<file path="config.mk">
export PLATFORM = sky130hd
export DESIGN_NAME = chopper_pwm_config_load_result
export DESIGN_NICKNAME = d
export VERILOG_FILES = /design/src/common/chop_pkg.sv /design/src/hdl/amp_regulator.sv /design/src/hdl/chopper_pwm_config_load_result.sv
export SDC_FILE = /design/constraint.sdc
export NUM_CORES = 1
export LEC_CHECK = 0
export ABC_AREA = 1
export BUFFER_PORTS_ARGS = -buffer_cell sky130_fd_sc_hd__buf_2
export CAP_MARGIN = 0
export CORE_MARGIN = 2
export CORE_UTILIZATION = 50
export CTS_CLUSTER_DIAMETER = 30
export DETAILED_ROUTE_END_ITERATION = 8
export PLACE_DENSITY = 0.75
export RECOVER_POWER = 25
export SKIP_LAST_GASP = 1
export SLEW_MARGIN = 10
export SYNTH_ARGS = -nofsm -noshare
export SYNTH_HDL_FRONTEND = slang
export SYNTH_SLANG_ARGS = --single-unit
</file>
<file path="constraint.sdc">
create_clock -name clk -period 3 [get_ports clk]
set_input_delay 0.75 -clock clk [delete_from_list [all_inputs] [get_ports clk]]
set_output_delay 0.75 -clock clk [all_outputs]
set_load 0.005 [all_outputs]
</file>
<file path="src/common/chop_pkg.sv">
// Purpose: Shared constants and carriers for the voltage chopper config and
//          load result block.
// Assumes: APB slave with 32-bit words, byte addressed.
// Notes:   Register addresses, reset values, field positions and timing live here.
package chop_pkg;
    // ************************************************************
    // Register map
    // ************************************************************
    localparam logic [7:0]  CFG_ADDR        = 8'h70;
    localparam logic [7:0]  STATUS_ADDR     = 8'h74;
    localparam logic [7:0]  LIMITS_ADDR     = 8'h78;
    localparam logic [7:0]  CTRL_ADDR       = 8'h7c;
    localparam logic [31:0] CFG_RESET       = 32'hc40c001d;
    localparam logic [31:0] LIMITS_RESET    = 32'h00000000;
    localparam logic [31:0] CTRL_RESET      = 32'h00000000;

    // ************************************************************
    // Field positions of voltage_chopper_config
    // ************************************************************
    localparam int LIM_LSB      = 28;
    localparam int GRAD_REG_LSB = 24;
    localparam int DIS_STST_BIT = 23;
    localparam int SD_MEAS_BIT  = 22;
    localparam int COIL_LSB     = 20;
    localparam int AUTOSC_BIT   = 18;
    // Status register fields
    localparam int STST_BIT     = 31;
    localparam int STALL_BIT    = 24;
    localparam int MODE_BIT     = 14;
    // Limits register: lower limit 9:0, upper limit 25:16
    localparam int LOW_LSB      = 0;
    localparam int UP_LSB       = 16;
    // Control register: hold current 4:0, stall clear bit 8
    localparam int HOLD_LSB     = 0;
    localparam int STALL_CLR_BIT = 8;

    // ************************************************************
    // Timing and amplitude width
    // ************************************************************
    localparam int STST_CLOCKS  = 1048576;
    localparam int AMP_W        = 8;

    typedef enum logic [1:0] {
        COIL_NORMAL = 2'b00,
        COIL_FREE   = 2'b01,
        COIL_SHORT_LS = 2'b10,
        COIL_SHORT_HS = 2'b11
    } coil_mode_e;

    // Current scaling requests out of the load comparison
    typedef struct packed {
        logic       inc;
        logic       dec;
    } scale_req_s;

    // Bridge-facing control word
    typedef struct packed {
        coil_mode_e coil;
        logic       reg_hold;
        logic       sd_meas;
    } bridge_s;
endpackage : chop_pkg

</file>
<file path="src/hdl/amp_regulator.sv">
// Purpose: Automatic amplitude regulator with gradient-limited step and
//          switch-back cap.
// Assumes: Half-wave pulse is one cycle; target comes from current loop.
// Notes:   Amplitude in half-increments internally (one extra LSB).
`timescale 1ns/100ps
`default_nettype none
module amp_regulator #(
    parameter int W = 8
) (
    input  wire logic         clk,
    input  wire logic         rst,
    input  wire logic         half_wave,
    input  wire logic         enable,
    input  wire logic         hold_reg,
    input  wire logic         switch_back,
    input  wire logic [3:0]   grad_reg,
    input  wire logic [3:0]   lim,
    input  wire logic [W-1:0] target,
    output logic      [W-1:0] amp
);
    // ************************************************************
    // State
    // ************************************************************
    typedef struct packed {
        logic [W:0] acc;
    } amp_state_s;

    amp_state_s st_ff;
    amp_state_s nxt_st;
    logic [W:0]   tgt2;
    logic [W:0]   step;
    logic [W:0]   cap;
    logic [W+1:0] up_sum;
    logic [W+1:0] dn_sum;

    assign tgt2 = {target, 1'b0};
    assign step = {{(W-3){1'b0}}, grad_reg};
    assign cap  = {lim, {(W-3){1'b1}}};
    // Spare top bit so a step near full scale cannot wrap around
    assign up_sum = {1'b0, st_ff.acc} + {1'b0, step};
    assign dn_sum = {1'b0, tgt2} + {1'b0, step};

    // Step toward target by at most grad*0.5 per half wave; the
    // switch-back cycle only caps, so no step slips past the limit
    always_comb begin
        nxt_st = st_ff;
        if (switch_back) begin
            if (st_ff.acc > cap) begin
                nxt_st.acc = cap;
            end
        end else if (enable && half_wave && !hold_reg
                     && grad_reg != 4'h0) begin
            if ({1'b0, tgt2} > up_sum) begin
                nxt_st.acc = up_sum[W:0];
            end else if ({1'b0, st_ff.acc} > dn_sum) begin
                nxt_st.acc = st_ff.acc - step;
            end else begin
                nxt_st.acc = tgt2;
            end
        end
    end

    always_ff @(posedge clk) begin
        if (rst) begin
            st_ff <= '0;
        end else begin
            st_ff <= nxt_st;
        end
    end

    assign amp = st_ff.acc[W:1];

    AST_STEP_LIMIT: assert property (@(posedge clk) disable iff (rst)
        !switch_back |=>
            (st_ff.acc - $past(st_ff.acc) <= $past(step)
          || $past(st_ff.acc) - st_ff.acc <= $past(step)))
        else $error("amplitude step exceeds gradient");
    AST_SWITCHBACK_CAP: assert property (@(posedge clk) disable iff (rst)
        switch_back |=> st_ff.acc[W:W-3] <= $past(lim))
        else $error("switch-back cap not applied");
endmodule : amp_regulator
`default_nettype wire

</file>
<file path="src/hdl/chopper_pwm_config_load_result.sv">
// Purpose: Voltage chopper configuration register and load result logic.
// Assumes: APB slave, single clock, synchronous active-high reset.
// Notes:   Measurement inputs arrive from the analog front end each cycle.
//
// Decided for this implementation: register access over APB.
`timescale 1ns/100ps
`default_nettype none
module chopper_pwm_config_load_result #(
    parameter int STST_CLOCKS = chop_pkg::STST_CLOCKS,
    parameter int RES_W       = 10
) (
    input  wire logic              clk,
    input  wire logic              rst,
    input  wire logic              psel,
    input  wire logic              penable,
    input  wire logic              pwrite,
    input  wire logic [7:0]        paddr,
    input  wire logic [31:0]       pwdata,
    output logic      [31:0]       prdata,
    output logic                   pready,
    output logic                   pslverr,
    input  wire logic              voltage_mode,
    input  wire logic              step_pulse,
    input  wire logic              half_wave,
    input  wire logic              speed_stall,
    input  wire logic [RES_W-1:0]  spread_load,
    input  wire logic [RES_W-1:0]  volt_load,
    input  wire logic [RES_W-1:0]  coil_a_on_time,
    input  wire logic [7:0]        amp_target,
    output chop_pkg::bridge_s      bridge,
    output chop_pkg::scale_req_s   scale_req,
    output logic                   stall_flag,
    output logic                   stst_flag,
    output logic      [RES_W-1:0]  load_measure_result,
    output logic      [7:0]        amplitude
);
    // ************************************************************
    // State
    // ************************************************************
    typedef struct packed {
        logic [31:0]      cfg;
        logic [31:0]      limits;
        logic [31:0]      ctrl;
        logic [31:0]      rdata;
        logic             ready;
        logic             err;
        logic [20:0]      idle_cnt;
        logic             stst;
        logic             stall;
        logic [RES_W-1:0] result;
        logic             mode_d;
        logic             swb;
        chop_pkg::bridge_s    br;
        chop_pkg::scale_req_s sreq;
    } top_state_s;

    top_state_s st_ff;
    top_state_s nxt_st;

    logic             access;
    logic             wr;
    logic             hit;
    logic [4:0]       hold_cur;
    logic [RES_W-1:0] up_lim;
    logic [RES_W-1:0] low_lim;
    logic [RES_W-1:0] sel_res;
    logic [1:0]       coil_sel;
    logic [7:0]       amp_w;
    logic [20:0]      stst_lim;

    assign access   = psel && penable && !st_ff.ready;
    assign wr       = access && pwrite;
    assign hit      = paddr == chop_pkg::CFG_ADDR
                   || paddr == chop_pkg::STATUS_ADDR
                   || paddr == chop_pkg::LIMITS_ADDR
                   || paddr == chop_pkg::CTRL_ADDR;
    assign hold_cur = st_ff.ctrl[chop_pkg::HOLD_LSB +: 5];
    assign up_lim   = st_ff.limits[chop_pkg::UP_LSB +: RES_W];
    assign low_lim  = st_ff.limits[chop_pkg::LOW_LSB +: RES_W];
    assign coil_sel = st_ff.cfg[chop_pkg::COIL_LSB +: 2];
    assign stst_lim = 21'(STST_CLOCKS);

    // Result source follows chopper mode; coil A on-time at spread standstill
    always_comb begin
        if (voltage_mode) begin
            sel_res = volt_load;
        end else if (st_ff.stst) begin
            sel_res = coil_a_on_time;
        end else begin
            sel_res = spread_load;
        end
    end

    // ************************************************************
    // Next state
    // ************************************************************
    always_comb begin
        nxt_st = st_ff;
        nxt_st.ready = access;
        nxt_st.err   = access && !hit;
        // Writes land in the access cycle; unmapped writes are dropped
        if (wr) begin
            case (paddr)
                chop_pkg::CFG_ADDR:    nxt_st.cfg    = pwdata;
                chop_pkg::LIMITS_ADDR: nxt_st.limits = pwdata;
                chop_pkg::CTRL_ADDR:   nxt_st.ctrl   = pwdata;
                default:               nxt_st.cfg    = st_ff.cfg;
            endcase
        end
        if (access) begin
            case (paddr)
                chop_pkg::CFG_ADDR:    nxt_st.rdata = st_ff.cfg;
                chop_pkg::LIMITS_ADDR: nxt_st.rdata = st_ff.limits;
                chop_pkg::CTRL_ADDR:   nxt_st.rdata = st_ff.ctrl;
                chop_pkg::STATUS_ADDR: begin
                    nxt_st.rdata = 32'h0;
                    nxt_st.rdata[chop_pkg::STST_BIT]  = st_ff.stst;
                    nxt_st.rdata[chop_pkg::STALL_BIT] = st_ff.stall;
                    nxt_st.rdata[chop_pkg::MODE_BIT]  = voltage_mode;
                    nxt_st.rdata[RES_W-1:0]           = st_ff.result;
                end
                default:               nxt_st.rdata = 32'h0;
            endcase
        end
        // Stall clear is a self-clearing command bit
        nxt_st.ctrl[chop_pkg::STALL_CLR_BIT] = 1'b0;
        if (wr && paddr == chop_pkg::CTRL_ADDR
                && pwdata[chop_pkg::STALL_CLR_BIT]) begin
            nxt_st.stall = 1'b0;
        end
        // Set wins over the clear so no stall event is lost
        if (sel_res == '0 || speed_stall) begin
            nxt_st.stall = 1'b1;
        end
        nxt_st.result = sel_res;
        // Standstill counter saturates at the limit
        if (step_pulse) begin
            nxt_st.idle_cnt = '0;
            nxt_st.stst     = 1'b0;
        end else if (st_ff.idle_cnt < stst_lim) begin
            nxt_st.idle_cnt = st_ff.idle_cnt + 21'h1;
            nxt_st.stst     = (st_ff.idle_cnt + 21'h1) >= stst_lim;
        end
        // Smart current scaling requests
        nxt_st.sreq.inc = sel_res < low_lim;
        nxt_st.sreq.dec = sel_res > up_lim;
        // Switch-back pulse on spread to voltage transition
        nxt_st.mode_d = voltage_mode;
        nxt_st.swb    = voltage_mode && !st_ff.mode_d;
        // Bridge control
        nxt_st.br.sd_meas  = st_ff.cfg[chop_pkg::SD_MEAS_BIT];
        nxt_st.br.reg_hold = st_ff.cfg[chop_pkg::DIS_STST_BIT]
                          && st_ff.stst && hold_cur != 5'h0;
        if (hold_cur == 5'h0 && st_ff.stst) begin
            nxt_st.br.coil = chop_pkg::coil_mode_e'(coil_sel);
        end else begin
            nxt_st.br.coil = chop_pkg::COIL_NORMAL;
        end
    end

    always_ff @(posedge clk) begin
        if (rst) begin
            st_ff        <= '0;
            st_ff.cfg    <= chop_pkg::CFG_RESET;
            st_ff.limits <= chop_pkg::LIMITS_RESET;
            st_ff.ctrl   <= chop_pkg::CTRL_RESET;
            st_ff.mode_d <= 1'b0;
        end else begin
            st_ff <= nxt_st;
        end
    end

    // ************************************************************
    // Amplitude regulator
    // ************************************************************
    amp_regulator #(
        .W (chop_pkg::AMP_W)
    ) u_amp (
        .clk         (clk),
        .rst         (rst),
        .half_wave   (half_wave),
        .enable      (st_ff.cfg[chop_pkg::AUTOSC_BIT]),
        .hold_reg    (st_ff.br.reg_hold),
        .switch_back (st_ff.swb),
        .grad_reg    (st_ff.cfg[chop_pkg::GRAD_REG_LSB +: 4]),
        .lim         (st_ff.cfg[chop_pkg::LIM_LSB +: 4]),
        .target      (amp_target),
        .amp         (amp_w)
    );

    // Regulator output is a flop inside the submodule
    assign amplitude           = amp_w;
    assign prdata              = st_ff.rdata;
    assign pready              = st_ff.ready;
    assign pslverr             = st_ff.err;
    assign bridge              = st_ff.br;
    assign scale_req           = st_ff.sreq;
    assign stall_flag          = st_ff.stall;
    assign stst_flag           = st_ff.stst;
    assign load_measure_result = st_ff.result;

    // ************************************************************
    // Checks
    // ************************************************************
    AST_STALL_ZERO: assert property (@(posedge clk) disable iff (rst)
        (sel_res == '0) |=> stall_flag)
        else $error("zero load did not set stall");
    AST_STALL_CSPD: assert property (@(posedge clk) disable iff (rst)
        speed_stall |=> stall_flag)
        else $error("speed stall not flagged");
    AST_RESULT_VOLT: assert property (@(posedge clk) disable iff (rst)
        voltage_mode |=> load_measure_result == $past(volt_load))
        else $error("voltage mode result source wrong");
    AST_NO_SPREAD: assert property (@(posedge clk) disable iff (rst)
        (voltage_mode && volt_load != spread_load)
        |=> load_measure_result != $past(spread_load))
        else $error("spread result used in voltage mode");
    AST_STST_ONTIME: assert property (@(posedge clk) disable iff (rst)
        (!voltage_mode && stst_flag)
        |=> load_measure_result == $past(coil_a_on_time))
        else $error("standstill on-time not shown");
    AST_SCALE_LOW: assert property (@(posedge clk) disable iff (rst)
        (sel_res < low_lim) |=> scale_req.inc)
        else $error("lower limit not acted on");
    AST_STST_CLEAR: assert property (@(posedge clk) disable iff (rst)
        step_pulse |=> !stst_flag)
        else $error("standstill survived step");
    AST_COIL_HOLD: assert property (@(posedge clk) disable iff (rst)
        (hold_cur != 5'h0) |=> bridge.coil == chop_pkg::COIL_NORMAL)
        else $error("coil mode active with hold current");
    AST_COIL_SEL: assert property (@(posedge clk) disable iff (rst)
        (hold_cur == 5'h0 && stst_flag) |=> bridge.coil == $past(coil_sel))
        else $error("coil mode not applied");
    AST_SD_MEAS: assert property (@(posedge clk) disable iff (rst)
        1'b1 |=> bridge.sd_meas == $past(st_ff.cfg[chop_pkg::SD_MEAS_BIT]))
        else $error("slow decay enable not forwarded");
    AST_REG_HOLD: assert property (@(posedge clk) disable iff (rst)
        (!st_ff.cfg[chop_pkg::DIS_STST_BIT]) |=> !bridge.reg_hold)
        else $error("regulation held while allowed");
endmodule : chopper_pwm_config_load_result
`default_nettype wire

</file>
==> impl_metrics.toml <==
[run_status]
status = "finished, violations left"
violations = "capacitance limit, slew limit"

[place]
placed_area_um2 = 10350
dp_hpwl_um = 18250
dp.cells = 1645
io_buffer_count = 146
gp_congestion = 0.8955

[finish]
utilization = 0.5893
area_growth_pct = 15.30
layout_common_cells = "nand2_1 (268), dfxtp_1 (177), inv_1 (157), buf_2 (132), a21oi_1 (127)"
drive_above_1_share = 0.1754
layout.cells.non_filler = 1682
nets = 1576
layout_commonest_cell = "nand2_1"
n_antenna_cell = 0
stdcell_area_um2 = 11020

[route]
drtIter0Drc = 667
wl_um = 25340
first_pass_iters = 5
num_vias = 8954
drc = 0
vias_per_cell = 5.323
antenna_left = 0
post_drt_wl_per_cell_um = 15.07

[cts]
cts_htree_levels = 4
cts_buffer_depth = 2
path_clk_slew_ps = 70
cts_made_buffers = 17
clock_latency_ps = 440
cts_hold_buffers = 0
cts_sinks = 179
cts-root-buf = "clkbuf_16"
cts_tree = "built"

[worst_setup_path]
cp-start-kind = "flop"
crit_fanout = 4
crit_type = "flop to flop"
endpoint_kind = "flop"
rrSetupSlack_ps = 110
required_ps = 3320
cp_data_arrival_time_ps = 3210

[timing]
tightestPinTransition_ps = 1769
fmax_mhz = 346.0
slew_headroom = -0.1791
finalHoldViolCount = 0
fin_worst_skew_ps = 12.27
fin_crit_sh = 0.9635
post-route-min-period_ps = 2890
finalMaxSlewViolations = 81
setup_viol = 0

[floorplan]
num_io_pins = 147
fp-row-count = 50
die_h_um = 142.3
die_w_um = 142.3
start_util = 0.5111
core_area_um2 = 18710
die_area_um2 = 20240

[logic_synthesis]
synth_seq_cells = 179
netlist_instances = 1335
synth_nets = 1476
synth_area_um2 = 9560
ys_types = 38
yosys-top-cells-area = "dfxtp_1 (37%), nand2_1 (11%), a21oi_1 (6.8%)"
avgSynthCellArea_um2 = 7.161
yosysWarnings = 0
yosysTopAreaCellShare = 0.3748
yosysTopAreaCell = "dfxtp_1"
ys_seq_area_frac = 0.3748

[global_routing]
grt_pass1_wl_um = 40470
grt_max_degree = 81
grt_pass1_vias = 8216
grt_antenna_before_repair = 0
track_usage = 0.2500
gr-total-overflow = 0

[power]
ir_worst_vdd_mv = 0.4180
pwr_density_cell_nw_per_um2 = 487.3
leakage_nw = 4.964
power_mw = 5.371

[flow_run]
cap_violations = 1

[worst_hold_path]
hp-class = "flop to flop"
-- sequential cells by signal, summed over array words and instances, names as in the netlist --
register             count
bridge                   4
coil_sel                 2
hold_cur                 5
load_measure_result     10
low_lim                 10
nxt_st                   1
prdata                  32
pready                   1
pslverr                  1
scale_req                2
st_ff                  100
stall_flag               1
stst_flag                1
u_amp.st_ff              9
-- what timing repair did --
| action | in CTS | in global routing |
|---|---|---|
| gates resized for setup | 0 | 23 |
| endpoints found under the setup margin | 0 | 9 |
| setup buffers | 0 | 4 |
-- critical path, stage by stage (launching register included) --
cell and delay (ps):
dfxtp_2 350, buf_6 130, ha_4 130, inv_2 30, fa_2 390, o21ai_4 220
nand3_2 100, xor2_1 150, ha_1 300, and3_4 180, nand4_1 260, buf_4 250
nand4_1 90, nand3_1 80, nand2_1 70, a21oi_1 60
-- Yosys cell counts (all sizes together) --
cell type and instances:
and3 1, xor2 11, nor3 18, nor2 103
xnor2 3, a211oi 26, fa 3, o211ai 28
a22o 10, nand4 17, nand3 49, o21a 2
nand2 271, a21o 4, or2 7, nor3b 2
nand3b 2, clkbuf 43, nor4 5, dfxtp 179
ha 51, o21bai 1, buf 77, o311ai 1
o21ai 130, inv 162, a21oi 129
-- power breakdown --
group | switching [mW] | internal (mW) | total (mW) | leakage, nW
clock | 1.05 | 1.18 | 2.23 | 0.290
combinational | 0.424 | 0.279 | 0.703 | 3.23
sequential | 0.0295 | 2.40 | 2.43 | 1.45
total | 1.50 | 3.87 | 5.37 | 4.96
-- final timing paths --
| kind | start | endpoint | depth (start not counted) |
|---|---|---|---|
| hold / removal | st_ff[7] | st_ff[6] | 1 |
| setup reg to reg | st_ff[164] | u_amp.st_ff[8] | 15 |
| hold reg to reg | st_ff[7] | st_ff[6] | 1 |
| setup / recovery | st_ff[164] | u_amp.st_ff[8] | 15 |
-- cells by family (layout without fill, tap and decap cells) --
group | count (synthesis) | in the layout | share of synthesized area
adder cells (fa/ha/maj) | 54 | 54 | 0.07303
flip-flops | 179 | 179 | 0.3748
buffers and inverters | 282 | 394 | 0.1358
AND/OR/NAND/NOR | 475 | 476 | 0.2099
AO/OA/AOI/OAI | 331 | 331 | 0.1936
XOR/XNOR | 14 | 14 | 0.01283
-- metrics by stage --
| step | TNS, ps | worst slack [ps] | hold WS (ps) |
|---|---|---|---|
| final | 0 | 109.6 | 400.7 |
| after global routing | -6.285 | -6.285 | 413.3 |
| after CTS | 0 | 22.95 | 392.8 |
| after detailed placement | -2201 | -269.4 | 384.3 |
| after global placement | -1365 | -174.0 | 383.6 |
| after floorplan | 0 | 1.095 | 376.3 |
-- metal layers --
layer / part of all wire / GRT usage / vias up
met5: 0 / 0 / -
met4: 0.021 / 0.08368 / 0
met3: 0.054 / 0.04038 / 34
met2: 0.47 / 0.4081 / 268
met1: 0.46 / 0.3378 / 4108
li1: - / - / 4544
-- layout make-up --
| class | count | area [um^2] |
|---|---|---|
| inverters | 162 | 608.1 |
| multi-input cells | 875 | 4778 |
| well taps | 234 | 292.8 |
| repair buffers | 200 | 1166 |
| fillers | 1732 | 7682 |
| clock inverters | 15 | 166.4 |
| flip-flops and latches | 179 | 3586 |
| clock buffers | 17 | 425.4 |
No activity file was read; power rests on OpenSTA's default activity.
